`src/hdl/scap_cfg.svh`:
```
`ifndef SCAP_CFG_SVH
`define SCAP_CFG_SVH

// ****************************************************************
// Register bus geometry.
// ****************************************************************
`define SCAP_ADDR_W            8
`define SCAP_DATA_W            32

// ****************************************************************
// Register byte offsets.
// ****************************************************************
`define SCAP_OFS_CONTACT_A     8'h98
`define SCAP_OFS_CONTACT_B     8'h9c

// ****************************************************************
// Field positions inside each contact register.
// ****************************************************************
`define SCAP_BIT_INPUT_EN      13
`define SCAP_BIT_OUTPUT_EN     12
`define SCAP_BIT_FAST_OD       11
`define SCAP_BIT_OPEN_DRAIN    10
`define SCAP_BIT_PULL_UP       9
`define SCAP_BIT_WEAK_LOW      8
`define SCAP_BIT_SAMPLED       1
`define SCAP_BIT_DRIVE         0

// ****************************************************************
// Reset values.
// ****************************************************************
`define SCAP_RESET_WORD        32'h0000_0000
`define SCAP_RESET_BIT         1'b0

`endif

```
`src/hdl/scap_pkg.sv`:
```
package scap_pkg;

	// Writable fields of one contact register, in storage form.
	typedef struct packed {
		logic input_en;
		logic output_en;
		logic fast_od;
		logic open_drain;
		logic pull_up;
		logic weak_low_bias;
		logic drive_level;
	} scap_ctrl_s;

	// Everything one pad presents towards its pin.
	typedef struct packed {
		logic pin;
		logic pin_oe;
		logic pull_up;
		logic weak_low_bias;
	} scap_pad_s;

	// Way in which the pad driver treats the written level.
	typedef enum logic [1:0] {
		DRV_OFF   = 2'b00,
		DRV_PUSH  = 2'b01,
		DRV_OPEN  = 2'b10,
		DRV_BOOST = 2'b11
	} scap_drive_e;

endpackage

```
`src/hdl/scap_pad.sv`:
```
`timescale 1ns/1ps

module scap_pad
	import scap_pkg::*;
(
	// Clock and reset.
	input  wire logic       ref_clk_i,
	input  wire logic       rst_b_i,
	// Control from the register file.
	input  wire scap_ctrl_s ctrl_i,
	input  wire logic       mux_sel_i,
	// Pin side.
	input  wire logic       pin_i,
	output scap_pad_s       pad_o,
	output logic            sampled_level_o
);

	// ************************************************************
	// Driver mode decode.
	// ************************************************************

	// Boost takes precedence over plain open drain when both are set.
	function automatic scap_drive_e drive_mode(input scap_ctrl_s c,
	                                           input logic       sel);
		scap_drive_e m;
		m = DRV_PUSH;
		if (!(sel && c.output_en)) begin
			m = DRV_OFF;
		end else if (c.fast_od) begin
			m = DRV_BOOST;
		end else if (c.open_drain) begin
			m = DRV_OPEN;
		end
		return m;
	endfunction

	scap_drive_e mode;
	logic        level_prev_q;
	logic        rise;
	logic        pin_d;
	logic        pin_q;
	logic        oe_d;
	logic        oe_q;
	logic        sampled_q;

	assign mode = drive_mode(ctrl_i, mux_sel_i);
	assign rise = ctrl_i.drive_level & ~level_prev_q;

	// Previous written level, for spotting a rise of the level.
	always_ff @(posedge ref_clk_i) begin
		if (!rst_b_i) begin
			level_prev_q <= 1'b0;
		end else begin
			level_prev_q <= ctrl_i.drive_level;
		end
	end

	// Next pin level and enable for each driver mode.
	always_comb begin
		pin_d = 1'b0;
		oe_d  = 1'b0;
		unique case (mode)
			DRV_OFF: begin
				pin_d = 1'b0;
				oe_d  = 1'b0;
			end
			DRV_PUSH: begin
				pin_d = ctrl_i.drive_level;
				oe_d  = 1'b1;
			end
			DRV_OPEN: begin
				pin_d = 1'b0;
				oe_d  = ~ctrl_i.drive_level;
			end
			DRV_BOOST: begin
				pin_d = rise;
				oe_d  = ~ctrl_i.drive_level | rise;
			end
		endcase
	end

	// Pin outputs come from flops, so they trail the write by one cycle.
	always_ff @(posedge ref_clk_i) begin
		if (!rst_b_i) begin
			pin_q <= 1'b0;
			oe_q  <= 1'b0;
		end else begin
			pin_q <= pin_d;
			oe_q  <= oe_d;
		end
	end

	// Input path; a disabled input reads low rather than floating.
	always_ff @(posedge ref_clk_i) begin
		if (!rst_b_i) begin
			sampled_q <= 1'b0;
		end else begin
			sampled_q <= mux_sel_i & ctrl_i.input_en & pin_i;
		end
	end

	// Pulls follow their control bits directly.
	assign pad_o.pin           = pin_q;
	assign pad_o.pin_oe        = oe_q;
	assign pad_o.pull_up       = ctrl_i.pull_up;
	assign pad_o.weak_low_bias = ctrl_i.weak_low_bias;
	assign sampled_level_o     = sampled_q;

endmodule

```
`src/hdl/scap_top.sv`:
```
`timescale 1ns/1ps
`include "scap_cfg.svh"

module scap_top
	import scap_pkg::*;
(
	// Clock and reset.
	input  wire logic                     ref_clk_i,
	input  wire logic                     rst_b_i,
	// Register port.
	input  wire logic [`SCAP_ADDR_W-1:0]  reg_addr_i,
	input  wire logic [`SCAP_DATA_W-1:0]  reg_wdata_i,
	input  wire logic                     reg_wr_i,
	input  wire logic                     reg_rd_i,
	output logic      [`SCAP_DATA_W-1:0]  reg_rdata_o,
	// Pin multiplexer state.
	input  wire logic                     smart_card_sel_i,
	// Contact A pad.
	input  wire logic                     aux_contact_a_pin_i,
	output logic                          aux_contact_a_pin_o,
	output logic                          aux_contact_a_pin_oe_o,
	output logic                          aux_contact_a_pull_up_o,
	output logic                          aux_contact_a_weak_low_bias_o,
	// Contact B pad.
	input  wire logic                     aux_contact_b_pin_i,
	output logic                          aux_contact_b_pin_o,
	output logic                          aux_contact_b_pin_oe_o,
	output logic                          aux_contact_b_pull_up_o,
	output logic                          aux_contact_b_weak_low_bias_o
);

	// ************************************************************
	// Helper functions.
	// ************************************************************

	// Only the documented fields are kept from a write word.
	function automatic scap_ctrl_s pack_ctrl(
		input logic [`SCAP_DATA_W-1:0] w);
		scap_ctrl_s c;
		c.input_en      = w[`SCAP_BIT_INPUT_EN];
		c.output_en     = w[`SCAP_BIT_OUTPUT_EN];
		c.fast_od       = w[`SCAP_BIT_FAST_OD];
		c.open_drain    = w[`SCAP_BIT_OPEN_DRAIN];
		c.pull_up       = w[`SCAP_BIT_PULL_UP];
		c.weak_low_bias = w[`SCAP_BIT_WEAK_LOW];
		c.drive_level   = w[`SCAP_BIT_DRIVE];
		return c;
	endfunction

	// Builds a read word; every bit not named here reads zero.
	function automatic logic [`SCAP_DATA_W-1:0] read_word(
		input scap_ctrl_s c,
		input logic       sampled);
		logic [`SCAP_DATA_W-1:0] w;
		w = `SCAP_RESET_WORD;
		w[`SCAP_BIT_INPUT_EN]    = c.input_en;
		w[`SCAP_BIT_OUTPUT_EN]   = c.output_en;
		w[`SCAP_BIT_FAST_OD]     = c.fast_od;
		w[`SCAP_BIT_OPEN_DRAIN]  = c.open_drain;
		w[`SCAP_BIT_PULL_UP]     = c.pull_up;
		w[`SCAP_BIT_WEAK_LOW]    = c.weak_low_bias;
		w[`SCAP_BIT_SAMPLED]     = sampled;
		w[`SCAP_BIT_DRIVE]       = c.drive_level;
		return w;
	endfunction

	// Full address compare; partial decode would alias other blocks.
	function automatic logic addr_hit(
		input logic [`SCAP_ADDR_W-1:0] a,
		input logic [`SCAP_ADDR_W-1:0] ofs);
		return a == ofs;
	endfunction

	// ************************************************************
	// Register storage.
	// ************************************************************

	scap_ctrl_s                contact_a_ctrl_q;
	scap_ctrl_s                contact_b_ctrl_q;
	logic                      wr_a;
	logic                      wr_b;
	logic                      rd_a;
	logic                      rd_b;
	logic [`SCAP_DATA_W-1:0]   rdata_d;
	logic [`SCAP_DATA_W-1:0]   rdata_q;
	logic                      contact_a_sampled_level;
	logic                      contact_b_sampled_level;
	scap_pad_s                 pad_a;
	scap_pad_s                 pad_b;

	// Address decode for the two contact registers.
	assign wr_a = reg_wr_i & addr_hit(reg_addr_i, `SCAP_OFS_CONTACT_A);
	assign wr_b = reg_wr_i & addr_hit(reg_addr_i, `SCAP_OFS_CONTACT_B);
	assign rd_a = reg_rd_i & addr_hit(reg_addr_i, `SCAP_OFS_CONTACT_A);
	assign rd_b = reg_rd_i & addr_hit(reg_addr_i, `SCAP_OFS_CONTACT_B);

	// Contact A control word; reserved and read-only bits are dropped.
	always_ff @(posedge ref_clk_i) begin
		if (!rst_b_i) begin
			contact_a_ctrl_q <= scap_ctrl_s'(`SCAP_RESET_WORD);
		end else if (wr_a) begin
			contact_a_ctrl_q <= pack_ctrl(reg_wdata_i);
		end
	end

	// Contact B control word, handled the same way as contact A.
	always_ff @(posedge ref_clk_i) begin
		if (!rst_b_i) begin
			contact_b_ctrl_q <= scap_ctrl_s'(`SCAP_RESET_WORD);
		end else if (wr_b) begin
			contact_b_ctrl_q <= pack_ctrl(reg_wdata_i);
		end
	end

	// ************************************************************
	// Read path.
	// ************************************************************

	// Unmapped addresses read as zero so software sees no stale data.
	always_comb begin
		rdata_d = `SCAP_RESET_WORD;
		if (rd_a) begin
			rdata_d = read_word(contact_a_ctrl_q,
			                    contact_a_sampled_level);
		end else if (rd_b) begin
			rdata_d = read_word(contact_b_ctrl_q,
			                    contact_b_sampled_level);
		end
	end

	// Read data stand only in the cycle after the read strobe.
	always_ff @(posedge ref_clk_i) begin
		if (!rst_b_i) begin
			rdata_q <= `SCAP_RESET_WORD;
		end else begin
			rdata_q <= rdata_d;
		end
	end

	assign reg_rdata_o = rdata_q;

	// ************************************************************
	// Pad drivers.
	// ************************************************************

	// Contact A pad; the mux select gates both drive and sampling.
	scap_pad u_pad_a (
		.ref_clk_i       (ref_clk_i),
		.rst_b_i         (rst_b_i),
		.ctrl_i          (contact_a_ctrl_q),
		.mux_sel_i       (smart_card_sel_i),
		.pin_i           (aux_contact_a_pin_i),
		.pad_o           (pad_a),
		.sampled_level_o (contact_a_sampled_level)
	);

	// Contact B pad.
	scap_pad u_pad_b (
		.ref_clk_i       (ref_clk_i),
		.rst_b_i         (rst_b_i),
		.ctrl_i          (contact_b_ctrl_q),
		.mux_sel_i       (smart_card_sel_i),
		.pin_i           (aux_contact_b_pin_i),
		.pad_o           (pad_b),
		.sampled_level_o (contact_b_sampled_level)
	);

	// ************************************************************
	// Pin outputs.
	// ************************************************************

	// Contact A pin signals.
	assign aux_contact_a_pin_o           = pad_a.pin;
	assign aux_contact_a_pin_oe_o        = pad_a.pin_oe;
	assign aux_contact_a_pull_up_o       = pad_a.pull_up;
	assign aux_contact_a_weak_low_bias_o = pad_a.weak_low_bias;

	// Contact B pin signals.
	assign aux_contact_b_pin_o           = pad_b.pin;
	assign aux_contact_b_pin_oe_o        = pad_b.pin_oe;
	assign aux_contact_b_pull_up_o       = pad_b.pull_up;
	assign aux_contact_b_weak_low_bias_o = pad_b.weak_low_bias;

endmodule

```
`config.mk`:
```
export PLATFORM = sky130hd
export DESIGN_NAME = scap_top
export DESIGN_NICKNAME = d
export VERILOG_FILES = /design/src/hdl/scap_pkg.sv /design/src/hdl/scap_pad.sv /design/src/hdl/scap_top.sv
export VERILOG_INCLUDE_DIRS = /design/src /design/src/hdl
export SDC_FILE = /design/constraint.sdc
export NUM_CORES = 1
export LEC_CHECK = 0
export ABC_AREA = 1
export BUFFER_PORTS_ARGS = -buffer_cell sky130_fd_sc_hd__buf_2
export CAP_MARGIN = 40
export CORE_MARGIN = 2
export CORE_UTILIZATION = 46
export DETAILED_ROUTE_END_ITERATION = 8
export GPL_TIMING_DRIVEN = 1
export PLACE_DENSITY = 0.85
export SLEW_MARGIN = 25
export SYNTH_ARGS = -nofsm -noshare
export SYNTH_HDL_FRONTEND = slang
export SYNTH_SLANG_ARGS = --single-unit
export TNS_END_PERCENT = 30
```
`constraint.sdc`:
```
create_clock -name ref_clk_i -period 1.9 [get_ports ref_clk_i]
set_input_delay 0 -clock ref_clk_i [delete_from_list [all_inputs] [get_ports ref_clk_i]]
set_output_delay 0 -clock ref_clk_i [all_outputs]
set_load 0.01 [all_outputs]
```
==> run_results.csv <==
group,metric,value,unit
floorplanning,fp-row-count,20,
logic_synthesis,syn_area_per_cell,7.39,sq um
logic_synthesis,synth_mux_area_frac,0,
global_route,grt_pass1_wl,4580,um
critical_path,worstPathArrival,1420,ps
final_layout,layout.cells.non_filler,276,
power_and_ir_drop,p_leak,0.737,nW
logic_synthesis,syn_inst,192,
routing,via_per_inst,4.62,
logic_synthesis,synth_fa_ha_area_frac,0,
logic_synthesis,syn_area,1420,sq um
sta,fin_crit,1170,ps
cts,htreeDepth,2,
logic_synthesis,ys_seq_elements,30,
global_route,grt_use_total,0.176,
logic_synthesis,yosysTopAreaCell,"dfxtp_1",
power_and_ir_drop,peakVddDrop,0.263,mV
logic_synthesis,synth_cell_types,19,
critical_path,crit_type,"register to register",
sta,fin_skew,9.74,ps
cts,cts_buffer_depth,2,
logic_synthesis,ys.warnings.count,0,
floorplanning,die_h,59.5,um
final_layout,insertedDiodeCount,0,
critical_path,max_stage_delay,560,ps
hold_path,hold_path_class,"primary input to register",
routing,ant_nets,0,
routing,drtIter0Drc,17,
routing,first_pass_iters,4,
cts,tritoncts,"done",
critical_path,required,2150,ps
logic_synthesis,synth_most_common_cell,"nand2_1",
sta,finalSetupViolCount,0,
cts,clk_pin_slew_worst_paths,90,ps
global_route,grt_pass1_vias,1070,
global_route,antenna_found_initial,0,
sta,report.final.slew_viol_count,0,
place,io_buffer_count,37,
logic_synthesis,synthTopCellsByCount,"nand2_1, dfxtp_1, buf_4",
critical_path,crit_buf_inv,1,
place,dp.cells,256,
sta,fmax,0.855,GHz
logic_synthesis,synth_top_area_share,0.423,
sta,rsz0062_at_grt,"no",
floorplanning,die_area,3550,sq um
floorplanning,start_util,0.473,
logic_synthesis,synthSimpleGateAreaFrac,0.271,
floorplanning,die_x,59.5,um
run,drv_cap,0,
critical_path,cp_max_fo,3,
cts,cts.sinks,30,
sta,finalHoldViolations,0,
logic_synthesis,synth_top_family_by_area,"simple AND/OR/NAND/NOR gates",
final_layout,fill_cells,282,
sta,period_share,0.615,
cts,cts_setup_buffers,0,
place,gp_congestion,0.785,
routing,drc,0,
critical_path,crit_slowest_cell,"dlygate4sd3_1",
logic_synthesis,synth_compound_area_frac,0.0935,
floorplanning,core,3000,sq um
cts,cts_resized,0,
final_layout,drive_above_1_share,0.214,
power_and_ir_drop,power.density,627,nW/um^2
cts,root_buffer,"clkbuf_4",
cts,numCtsBuffers,5,
final_layout,syn_to_final_growth,19.5,%
final_layout,nets,290,
logic_synthesis,synth_edf_count,0,
logic_synthesis,ys.flop_type,"dfxtp_1",
critical_path,endpoint_kind,"register",
logic_synthesis,ys_seq_area_frac,0.423,
routing,routed_wl,2810,um
outcome,status,"finished clean",
global_route,overflow,0,
critical_path,start_kind,"register",
logic_synthesis,yosys-top-cells-area,"dfxtp_1, buf_4, nand2_1",
logic_synthesis,synth_xor_area_frac,0,
logic_synthesis,ys_async_sr_fraction,0,
place,hpwlAfterDp,1940,um
routing,wire_per_inst,10.2,um
cts,insertion_delay,330,ps
floorplanning,io_pins,87,
critical_path,crit_family,"buffers and inverters",
global_route,grt_max_degree,17,
routing,vias,1276,
sta,fin_setup_tns,0,ps
critical_path,crit_chain,"nand3_1 -> dlygate4sd3_1 -> nor2_1",
-- power breakdown --
part	total (mW)	switching, mW	leakage [nW]	internal [mW]
logic	0.0986	0.0619	0.470	0.0368
clock network	0.336	0.197	0.0254	0.139
registers	0.629	0.000339	0.241	0.628
total	1.06	0.259	0.737	0.804
-- logic make-up (layout without fill, tap and decap cells) --
group	count (synthesis)	in the layout
other cells	1	24
simple gates	85	85
buf+inv	50	78
compound gates	26	26
flops	30	30
-- sequential cells by signal, summed over array words and instances (netlist names) --
register	count
u_pad_b.sampled_level_o	1
u_pad_a.sampled_level_o	1
u_pad_b.pin_q	1
u_pad_a.level_prev_q	1
u_pad_b.oe_q	1
contact_b_ctrl_q	7
u_pad_a.pin_q	1
reg_rdata_o	8
u_pad_a.oe_q	1
u_pad_b.level_prev_q	1
contact_a_ctrl_q	7
-- cell type report --
class,instances,area [sq um],share of cell area
inverters,19,71.3,0.0421
well taps,33,41.3,0.0244
flip-flops and latches,30,601,0.354
repair buffers,52,330,0.195
clock buffers,7,45.0,0.0266
multi-input cells,135,607,0.358
-- placed cells by master, fill, tap and decap left out, types with 3 or more instances in the layout --
master	count
nand3_1	24
nor2_1	15
nor2_2	3
nand2_1	37
dfxtp_1	30
a21oi_1	24
clkbuf_4	5
dlygate4sd3_1	13
buf_2	37
conb_1	24
inv_1	18
-- layer usage --
metal / vias up / wire (um) / GRT usage
met3: 9 / 189 / 0.0633
met4: 0 / 74 / 0.0952
met5: - / 0 / 0
met2: 44 / 1350 / 0.284
li1: 661 / - / -
met1: 562 / 1190 / 0.201
-- tightest hold or removal path, delay by kind of cell --
| kind | cells | cell delay (ps) |
|---|---|---|
| buf+inv | 1 | 150 |
| compound gates | 1 | 60 |
| simple gates | 1 | 90 |
-- stage by stage --
| stage | power, mW | cell area, sq um | setup WS [ps] | utilization | hold WS (ps) |
|---|---|---|---|---|---|
| 4_1_cts | 1.07 | 1700 | 761 | 0.565 | 15.3 |
| 5_1_grt | 1.10 | 1700 | 677 | 0.565 | 36.7 |
| 2_1_floorplan | 0.729 | 1510 | 1070 | - | 116 |
| 3_5_place_dp | 0.723 | 1520 | 737 | 0.506 | 245 |
| 3_3_place_gp | 0.722 | 1520 | 747 | 0.506 | 240 |
| 6_report | 1.06 | 1700 | 731 | 0.565 | 27.4 |
-- repair_timing --
item / in CTS / in global routing
hold endpoints to repair: 21 / 0
setup endpoints to repair: 0 / 0
hold buffers: 13 / 0
-- final timing paths --
path | start | endpoint | slack, ps | cells past startpoint
setup / recovery | contact_b_ctrl_q[6] | u_pad_b.sampled_level_o | 730 | 3
hold / removal | reg_rd_i | reg_rdata_o[8] | 30 | 3
setup reg to reg | contact_b_ctrl_q[6] | u_pad_b.sampled_level_o | 730 | 3
hold reg to reg | u_pad_a.sampled_level_o | reg_rdata_o[1] | 470 | 2
(Power assumes the default switching activity.)
